<file path="src/hw/loop_alarm_regs.vh">
`ifndef LOOP_ALARM_REGS_VH
`define LOOP_ALARM_REGS_VH
// Register byte offsets
`define LA_OFS_IRQ_EN      5'h00
`define LA_OFS_ALARM_STS   5'h04
`define LA_OFS_IRQ_STS     5'h08
`define LA_OFS_CTRL        5'h0C
`define LA_ADDR_W          5
// Field positions
`define LA_BIT_GLOBAL_EN   7
`define LA_BIT_LOOP        3
`define LA_BIT_AIS         2
`define LA_BIT_LOS         1
`define LA_BIT_PRBS        0
`define LA_BIT_SEL_HI      1
`define LA_BIT_SEL_LO      0
// Detection modes
`define LA_MODE_OFF        2'h0
`define LA_MODE_AUTO       2'h3
// Reset values
`define LA_RST_BYTE        8'h00
`define LA_RST_MODE        2'h0
// Persistence window
`define LA_PERSIST_S       5
`define LA_CLK_HZ          250000000
`define LA_CNT_W           31
// Bus responses
`define LA_RESP_OKAY       2'h0
`define LA_RESP_SLVERR     2'h2
`endif

</file>
<file path="src/hw/loop_code_and_rx_alarm_status.v">
`include "loop_alarm_regs.vh"
`timescale 1ns/1ns
`default_nettype none

module loop_code_and_rx_alarm_status #(
  parameter [`LA_CNT_W-1:0] PERSIST_CYCLES = `LA_PERSIST_S * `LA_CLK_HZ
) (
  // Clock and reset
  input  wire                  ref_clk,
  input  wire                  reset_n,
  // Detector inputs, asynchronous
  input  wire                  loop_up_det,
  input  wire                  loop_down_det,
  input  wire                  all_ones_det,
  input  wire                  signal_lost_det,
  input  wire                  prbs_sync_det,
  // Line control and interrupt
  output reg                   remote_loopback_reg,
  output reg                   irq_reg,
  // AXI4-Lite write address
  input  wire [`LA_ADDR_W-1:0] s_axi_awaddr,
  input  wire                  s_axi_awvalid,
  output reg                   s_axi_awready,
  // AXI4-Lite write data
  input  wire [31:0]           s_axi_wdata,
  input  wire [3:0]            s_axi_wstrb,
  input  wire                  s_axi_wvalid,
  output reg                   s_axi_wready,
  // AXI4-Lite write response
  output reg  [1:0]            s_axi_bresp,
  output reg                   s_axi_bvalid,
  input  wire                  s_axi_bready,
  // AXI4-Lite read address
  input  wire [`LA_ADDR_W-1:0] s_axi_araddr,
  input  wire                  s_axi_arvalid,
  output reg                   s_axi_arready,
  // AXI4-Lite read data
  output reg  [31:0]           s_axi_rdata,
  output reg  [1:0]            s_axi_rresp,
  output reg                   s_axi_rvalid,
  input  wire                  s_axi_rready
);

  ////////////////////////////////////////////////////////////////////////////
  // Input synchronisers; first stage feeds only the second
  wire [4:0]            det_raw  = {loop_up_det, loop_down_det, all_ones_det,
                                    signal_lost_det, prbs_sync_det};
  wire [4:0]            det_sync;
  genvar                gi;

  generate
    for (gi = 0; gi < 5; gi = gi + 1)
    begin : g_sync
      reg                 sync1_reg;
      reg                 sync2_reg;

      always @(posedge ref_clk or negedge reset_n)
      begin
        if (!reset_n)
        begin
          sync1_reg <= 1'b0;
          sync2_reg <= 1'b0;
        end
        else
        begin
          sync1_reg <= det_raw[gi];
          sync2_reg <= sync1_reg;
        end
      end

      assign det_sync[gi] = sync2_reg;
    end
  endgenerate

  wire                  up_s    = det_sync[4];
  wire                  down_s  = det_sync[3];
  wire                  ais_s   = det_sync[2];
  wire                  los_s   = det_sync[1];
  wire                  prbs_s  = det_sync[0];

  ////////////////////////////////////////////////////////////////////////////
  // Software registers
  reg  [7:0]            irq_en_reg;
  reg  [7:0]            irq_en_next;
  reg  [3:0]            irq_sts_reg;
  reg  [1:0]            mode_reg;
  reg  [1:0]            prev_mode_reg;

  ////////////////////////////////////////////////////////////////////////////
  // Loop-code detection
  reg                   loop_flag_reg;
  reg                   loop_flag_next;
  reg                   loopback_next;
  reg  [`LA_CNT_W-1:0]  persist_cnt_reg;
  reg  [`LA_CNT_W-1:0]  persist_cnt_next;
  reg                   restart;
  reg                   down_hit;

  wire                  auto_mode  = (mode_reg == `LA_MODE_AUTO);
  wire                  off_mode   = (mode_reg == `LA_MODE_OFF);
  wire                  enter_auto = auto_mode && (prev_mode_reg != `LA_MODE_AUTO);
  // Manual mode accepts either code; auto seeks one code per phase
  wire                  present    = auto_mode ? (remote_loopback_reg ? down_s : up_s)
                                               : (up_s | down_s);
  // Saturated count means present longer than the window
  wire                  persisted  = present && (persist_cnt_reg == PERSIST_CYCLES);

  always @*
  begin
    loop_flag_next = loop_flag_reg;
    loopback_next  = remote_loopback_reg;
    restart        = 1'b0;
    down_hit       = 1'b0;
    if (off_mode)
    begin
      loop_flag_next = 1'b0;
      loopback_next  = 1'b0;
      restart        = 1'b1;
    end
    else if (enter_auto)
    begin
      loop_flag_next = 1'b0;
      loopback_next  = 1'b0;
      restart        = 1'b1;
    end
    else if (auto_mode)
    begin
      if (!remote_loopback_reg && persisted)
      begin
        loop_flag_next = 1'b1;
        loopback_next  = 1'b1;
        restart        = 1'b1;
      end
      else if (remote_loopback_reg && persisted)
      begin
        loop_flag_next = 1'b0;
        loopback_next  = 1'b0;
        restart        = 1'b1;
        down_hit       = 1'b1;
      end
      else
        loop_flag_next = remote_loopback_reg;
    end
    else
    begin
      loopback_next = 1'b0;
      if (!present)
        loop_flag_next = 1'b0;
      else if (persisted)
      begin
        loop_flag_next = 1'b1;
        down_hit       = down_s && !up_s;
      end
    end
  end

  always @*
  begin
    if (restart || !present)
      persist_cnt_next = {`LA_CNT_W{1'b0}};
    else if (persist_cnt_reg != PERSIST_CYCLES)
      persist_cnt_next = persist_cnt_reg + {{(`LA_CNT_W-1){1'b0}}, 1'b1};
    else
      persist_cnt_next = persist_cnt_reg;
  end

  always @(posedge ref_clk or negedge reset_n)
  begin
    if (!reset_n)
    begin
      loop_flag_reg       <= 1'b0;
      remote_loopback_reg <= 1'b0;
      persist_cnt_reg     <= {`LA_CNT_W{1'b0}};
      prev_mode_reg       <= `LA_RST_MODE;
    end
    else
    begin
      loop_flag_reg       <= loop_flag_next;
      remote_loopback_reg <= loopback_next;
      persist_cnt_reg     <= persist_cnt_next;
      prev_mode_reg       <= mode_reg;
    end
  end

  ////////////////////////////////////////////////////////////////////////////
  // Live status and change tracking
  wire [3:0]            live_sts = {loop_flag_reg, ais_s, los_s, prbs_s};
  reg  [3:0]            prev_sts_reg;
  wire [3:0]            changed  = live_sts ^ prev_sts_reg;

  ////////////////////////////////////////////////////////////////////////////
  // AXI4-Lite slave; write address and data held until both arrive
  reg  [`LA_ADDR_W-1:0] waddr_reg;
  reg                   waddr_ok_reg;
  reg  [31:0]           wdata_reg;
  reg  [3:0]            wstrb_reg;
  reg                   wdata_ok_reg;

  wire                  aw_take  = s_axi_awvalid && s_axi_awready;
  wire                  w_take   = s_axi_wvalid && s_axi_wready;
  wire                  ar_take  = s_axi_arvalid && s_axi_arready;
  wire                  do_write = waddr_ok_reg && wdata_ok_reg && !s_axi_bvalid;
  wire                  wr_lane0 = do_write && wstrb_reg[0];
  wire                  wr_map   = (waddr_reg == `LA_OFS_IRQ_EN) ||
                                   (waddr_reg == `LA_OFS_ALARM_STS) ||
                                   (waddr_reg == `LA_OFS_IRQ_STS) ||
                                   (waddr_reg == `LA_OFS_CTRL);
  wire                  rd_map   = (s_axi_araddr == `LA_OFS_IRQ_EN) ||
                                   (s_axi_araddr == `LA_OFS_ALARM_STS) ||
                                   (s_axi_araddr == `LA_OFS_IRQ_STS) ||
                                   (s_axi_araddr == `LA_OFS_CTRL);
  wire [3:0]            rd_clr   = (ar_take && s_axi_araddr == `LA_OFS_IRQ_STS) ? irq_sts_reg
                                                                                : 4'h0;
  wire [3:0]            w1c_clr  = (wr_lane0 && waddr_reg == `LA_OFS_IRQ_STS) ? wdata_reg[3:0]
                                                                              : 4'h0;
  reg  [31:0]           rd_word;

  always @*
  begin
    case (s_axi_araddr)
      `LA_OFS_IRQ_EN:    rd_word = {24'h000000, irq_en_reg};
      `LA_OFS_ALARM_STS: rd_word = {28'h0000000, live_sts};
      `LA_OFS_IRQ_STS:   rd_word = {28'h0000000, irq_sts_reg};
      `LA_OFS_CTRL:      rd_word = {30'h0000000, mode_reg};
      default:           rd_word = 32'h00000000;
    endcase
  end

  always @*
  begin
    irq_en_next = irq_en_reg;
    if (wr_lane0 && waddr_reg == `LA_OFS_IRQ_EN)
      irq_en_next = {wdata_reg[`LA_BIT_GLOBAL_EN], 3'h0, wdata_reg[3:0]};
    // Hardware clear beats a simultaneous software write
    if (down_hit)
      irq_en_next[`LA_BIT_LOOP] = 1'b0;
  end

  ////////////////////////////////////////////////////////////////////////////
  // Write address and data capture; either may arrive first
  always @(posedge ref_clk or negedge reset_n)
  begin
    if (!reset_n)
    begin
      s_axi_awready <= 1'b0;
      s_axi_wready  <= 1'b0;
      waddr_reg     <= {`LA_ADDR_W{1'b0}};
      waddr_ok_reg  <= 1'b0;
      wdata_reg     <= 32'h00000000;
      wstrb_reg     <= 4'h0;
      wdata_ok_reg  <= 1'b0;
    end
    else
    begin
      // Ready stays low until the pending write has been answered
      s_axi_awready <= !waddr_ok_reg && !aw_take && !s_axi_bvalid;
      s_axi_wready  <= !wdata_ok_reg && !w_take && !s_axi_bvalid;
      if (aw_take)
      begin
        waddr_reg    <= s_axi_awaddr;
        waddr_ok_reg <= 1'b1;
      end
      else if (do_write)
        waddr_ok_reg <= 1'b0;
      if (w_take)
      begin
        wdata_reg    <= s_axi_wdata;
        wstrb_reg    <= s_axi_wstrb;
        wdata_ok_reg <= 1'b1;
      end
      else if (do_write)
        wdata_ok_reg <= 1'b0;
    end
  end

  ////////////////////////////////////////////////////////////////////////////
  // Write response
  always @(posedge ref_clk or negedge reset_n)
  begin
    if (!reset_n)
    begin
      s_axi_bvalid <= 1'b0;
      s_axi_bresp  <= `LA_RESP_OKAY;
    end
    else if (do_write)
    begin
      s_axi_bvalid <= 1'b1;
      // Unmapped offsets are answered, never left hanging
      s_axi_bresp  <= wr_map ? `LA_RESP_OKAY : `LA_RESP_SLVERR;
    end
    else if (s_axi_bvalid && s_axi_bready)
      s_axi_bvalid <= 1'b0;
  end

  ////////////////////////////////////////////////////////////////////////////
  // Read channel
  always @(posedge ref_clk or negedge reset_n)
  begin
    if (!reset_n)
    begin
      s_axi_arready <= 1'b0;
      s_axi_rvalid  <= 1'b0;
      s_axi_rresp   <= `LA_RESP_OKAY;
      s_axi_rdata   <= 32'h00000000;
    end
    else
    begin
      s_axi_arready <= !s_axi_rvalid && !ar_take;
      if (ar_take)
      begin
        // Read data is the pre-clear value of the change bits
        s_axi_rvalid <= 1'b1;
        s_axi_rdata  <= rd_word;
        s_axi_rresp  <= rd_map ? `LA_RESP_OKAY : `LA_RESP_SLVERR;
      end
      else if (s_axi_rvalid && s_axi_rready)
        s_axi_rvalid <= 1'b0;
    end
  end

  ////////////////////////////////////////////////////////////////////////////
  // Register write decode
  wire                  wr_ctrl  = wr_lane0 && (waddr_reg == `LA_OFS_CTRL);

  ////////////////////////////////////////////////////////////////////////////
  // Interrupt requests; each source gated by its own enable
  wire                  loop_req = irq_sts_reg[`LA_BIT_LOOP] &&
                                   irq_en_next[`LA_BIT_LOOP];
  wire                  ais_req  = irq_sts_reg[`LA_BIT_AIS] &&
                                   irq_en_next[`LA_BIT_AIS];
  wire                  los_req  = irq_sts_reg[`LA_BIT_LOS] &&
                                   irq_en_next[`LA_BIT_LOS];
  wire                  prbs_req = irq_sts_reg[`LA_BIT_PRBS] &&
                                   irq_en_next[`LA_BIT_PRBS];
  wire                  irq_any  = loop_req || ais_req || los_req || prbs_req;

  ////////////////////////////////////////////////////////////////////////////
  // Control, change bits and interrupt line
  always @(posedge ref_clk or negedge reset_n)
  begin
    if (!reset_n)
    begin
      irq_en_reg   <= `LA_RST_BYTE;
      mode_reg     <= `LA_RST_MODE;
      irq_sts_reg  <= 4'h0;
      prev_sts_reg <= 4'h0;
      irq_reg      <= 1'b0;
    end
    else
    begin
      irq_en_reg <= irq_en_next;
      if (wr_ctrl)
        mode_reg <= {wdata_reg[`LA_BIT_SEL_HI], wdata_reg[`LA_BIT_SEL_LO]};
      prev_sts_reg <= live_sts;
      // A change in the clearing cycle survives the clear
      irq_sts_reg  <= (irq_sts_reg & ~(rd_clr | w1c_clr)) | changed;
      // Global enable masks every source
      irq_reg      <= irq_en_next[`LA_BIT_GLOBAL_EN] && irq_any;
    end
  end

endmodule // loop_code_and_rx_alarm_status

`default_nettype wire

</file>
<file path="config.mk">
export PLATFORM = sky130hd
export DESIGN_NAME = loop_code_and_rx_alarm_status
export DESIGN_NICKNAME = d
export VERILOG_FILES = /design/src/hw/loop_code_and_rx_alarm_status.v
export VERILOG_INCLUDE_DIRS = /design/src /design/src/hw
export SDC_FILE = /design/constraint.sdc
export NUM_CORES = 1
export LEC_CHECK = 0
export ABC_AREA = 1
export ABC_CLOCK_PERIOD_IN_PS = 2300
export BUFFER_PORTS_ARGS = -buffer_cell sky130_fd_sc_hd__buf_2
export CORE_ASPECT_RATIO = 1.2
export CORE_MARGIN = 2
export CORE_UTILIZATION = 25
export CTS_CLUSTER_SIZE = 14
export DETAILED_ROUTE_END_ITERATION = 6
export GPL_ROUTABILITY_DRIVEN = 1
export PLACE_DENSITY = 0.41
export SYNTH_ARGS = -nofsm -noshare
export SYNTH_HDL_FRONTEND = slang
export SYNTH_SLANG_ARGS = --single-unit
export TNS_END_PERCENT = 50
</file>
<file path="constraint.sdc">
create_clock -name ref_clk -period 2.3 [get_ports ref_clk]
set_input_delay 0.23 -clock ref_clk [delete_from_list [all_inputs] [get_ports ref_clk]]
set_output_delay 0.23 -clock ref_clk [all_outputs]
set_load 0.01 [all_outputs]
</file>
==> results.sh <==
export IMPL_slew_headroom_pct=62.8
export IMPL_synth_xor_area_share_pct=2.84
export IMPL_critical_path_startpoint_type="flip-flop"
export IMPL_path_cells="inv_2 -> ha_2 -> nand2_2 -> nor4_4 -> nand4_1 -> nor2_2 -> ha_1 -> nor4_2 -> nor2_1 -> a21oi_1"
export IMPL_via_per_inst=4.35
export IMPL_synth_area_leaders="dfrtp_1, nand2_1, buf_4"
export IMPL_cts_num_sinks=86
export IMPL_h_tree_depth=3
export IMPL_synthCells=492
export IMPL_hold_path_class="in -> reg"
export IMPL_fillCellCount=1806
export IMPL_path_buf_inv=1
export IMPL_power_density_nw_per_um2=824
export IMPL_core_area_um2=16900
export IMPL_numCtsBuffers=9
export IMPL_path_max_fanout=2
export IMPL_synth_top_area_share_pct=49.9
export IMPL_wire_per_inst_um=13.4
export IMPL_port_buffer_count=41
export IMPL_clk_insertion_delay_late_ps=350
export IMPL_num_vias=3476
export IMPL_avgSynthCellArea_um2=8.77
export IMPL_p_leak_nw=2.46
export IMPL_drt_first_iter_violations=114
export IMPL_antenna_found_initial=0
export IMPL_cts_clk_slew_worst_paths_ps=60
export IMPL_cp_slowest_stage_delay_ps=390
export IMPL_fmax_mhz=468
export IMPL_netlist_area_um2=4310
export IMPL_ys_seq_elements=86
export IMPL_cp_end_kind="flip-flop"
export IMPL_synth_edff_count=0
export IMPL_hpwl_um=7790
export IMPL_max_cap_violations=0
export IMPL_ys_flop_type="dfrtp_1"
export IMPL_synth_cell_types=38
export IMPL_syn_to_final_growth_pct=25.2
export IMPL_finalHoldViolCount=0
export IMPL_period_needed_ps=2140
export IMPL_setup_viol=0
export IMPL_synth_top_family_by_area="simple AND/OR/NAND/NOR gates"
export IMPL_drc=0
export IMPL_drive_gt1_share_pct=24.0
export IMPL_grt_first_pass_wirelength_um=17100
export IMPL_cp_required_ps=2580
export IMPL_drv_slew=0
export IMPL_die_w_um=124
export IMPL_skew_ps=7.80
export IMPL_final_util_pct=31.9
export IMPL_drtAntennaViolNets=0
export IMPL_clockBufferDepth=2
export IMPL_cts_tree="done"
export IMPL_critical_path_top_delay_family="simple AND/OR/NAND/NOR gates"
export IMPL_worstSetupPathType="reg -> reg"
export IMPL_final_nets=643
export IMPL_grt_usage_pct=12.2
export IMPL_total_power_mw=4.45
export IMPL_overflow=0
export IMPL_synthAdderAreaFrac_pct=1.74
export IMPL_yosys_area_top_type="dfrtp_1"
export IMPL_wirelength_um=10700
export IMPL_first_pass_iters=4
export IMPL_largest_reg_flops=31
export IMPL_rows=52
export IMPL_worst_path_max_delay_cell="dfrtp_1"
export IMPL_ios=101
export IMPL_fin_crit_sh_pct=92.9
export IMPL_status="finished, final reports clean"
export IMPL_yosysSeqAreaShare_pct=49.9
export IMPL_postSynth_asyncResetShare_pct=100
export IMPL_diodes=0
export IMPL_cts_root_buffer="clkbuf_16"
export IMPL_synth_compound_area_share_pct=8.58
export IMPL_arrival_ps=2420
export IMPL_die_h_um=148
export IMPL_peakVddDrop_v=0.000437
export IMPL_grt_pass1_vias=3548
export IMPL_tightest_slew_ps=558
export IMPL_start_util_pct=25.5
export IMPL_place_ws_ps=56.5
export IMPL_grt_max_degree=41
export IMPL_setup_tns_ps=0
export IMPL_setup_ws_ps=163
export IMPL_dieArea_um2=18300
export IMPL_synth_simple_area_share_pct=24.6
export IMPL_yosysWarnings=0
export IMPL_muxShareOfSynthArea_pct=1.31
export IMPL_place_gp_congestion=0.803
-- where the power goes --
| part | switching (mW) | internal (mW) | leakage, nW |
|---|---|---|---|
| logic | 0.540 | 0.379 | 1.21 |
| clock network | 0.641 | 0.955 | 0.152 |
| registers | 0.158 | 1.78 | 1.10 |
| total | 1.34 | 3.11 | 2.46 |
-- placed cells by master (no fill, tap or decap), types with 4 or more instances in the layout --
| cell type | count |
|---|---|
| nand2_1 | 97 |
| dfrtp_1 | 86 |
| inv_1 | 53 |
| buf_2 | 40 |
| nor2_1 | 39 |
| conb_1 | 29 |
| a21oi_1 | 28 |
| buf_4 | 28 |
| o21ai_0 | 24 |
| nand3_1 | 24 |
| clkbuf_16 | 10 |
| inv_2 | 9 |
| nor3_1 | 9 |
| nand4_1 | 8 |
| nor2_2 | 8 |
| xnor2_1 | 7 |
| xor2_1 | 7 |
| nor4_1 | 6 |
| dlygate4sd3_1 | 6 |
| nor3_2 | 5 |
| o21ai_1 | 5 |
| mux2_2 | 5 |
| nor2_4 | 4 |
| nor4_2 | 4 |
| o211ai_1 | 4 |
-- through the flow --
step | hold WS [ps] | instance area [um^2] | instances
final | 48.7 | 5400 | 800
after global routing | 46.3 | 5400 | 800
after CTS | 39.4 | 5230 | 789
after detailed placement | 264 | 4850 | 767
after global placement | 266 | 4850 | 767
after floorplan | -65.6 | 4420 | 520
-- cell type report --
class / instances / area (um^2) / share of cell area (%)
Inverter: 63 / 241 / 4.47
Multi-Input combinational cell: 338 / 1840 / 34.1
Clock buffer: 9 / 225 / 4.17
Timing Repair inverter: 2 / 11.3 / 0.208
Timing Repair Buffer: 79 / 562 / 10.4
Clock inverter: 7 / 97.6 / 1.81
Sequential cell: 86 / 2150 / 39.8
Tap cell: 216 / 270 / 5.00
-- cells in the mapped netlist (all sizes together) (2+ instances only) --
master / number
buf: 31
mux2: 5
dfrtp: 86
o211ai: 4
ha: 6
and2: 2
a21oi: 28
nand2: 98
xor2: 7
xnor2: 7
nor3: 15
nor2: 51
inv: 63
o21a: 2
nor4: 13
nand3: 27
o21ai: 29
nand4: 8
clkbuf: 2
-- metal layers --
metal | part of all wire (%) | up-vias | GRT usage, %
li1 | - | 1720 | -
met1 | 41 | 1683 | 13.9
met2 | 54 | 60 | 22.1
met3 | 3.3 | 13 | 2.47
met4 | 1.7 | 0 | 4.55
met5 | 0 | - | 0
-- repair_timing --
item	CTS	global route
gates resized for setup	0	24
setup endpoints to repair	0	32
hold endpoints to repair	43	0
setup buffers	0	8
hold buffers	6	0
-- cell families after synthesis --
family / count (synthesis)
DFF: 86
AOI/OAI and AO/OA: 68
and+or+nand+nor: 216
xor gates and xnor gates: 14
adders and majority gates: 6
other: 1
buffers and inverters: 96
muxes: 5
-- worst paths after layout --
check	endpoint	start	cells past startpoint	slack [ps]
max	loop_flag_reg	persist_cnt_reg[0]	10	160
max reg2reg	loop_flag_reg	persist_cnt_reg[0]	10	160
min in group asynchronous	persist_cnt_reg[12]	reset_n	2	410
max in group asynchronous	waddr_reg[0]	reset_n	3	1230
min reg2reg	ais_s	g_sync[2].sync1_reg	0	350
min	s_axi_bvalid	s_axi_bready	2	50
-- worst register-to-register path, delay by kind of cell, from the launching register on --
kind	cells	cell delay, ps
AO/OA/AOI/OAI	1	140
adder cells (fa/ha/maj)	2	420
buffers and inverters	1	70
flip-flops	1	390
AND/OR/NAND/NOR	6	1060
No activity file was read; power rests on OpenSTA's default activity.
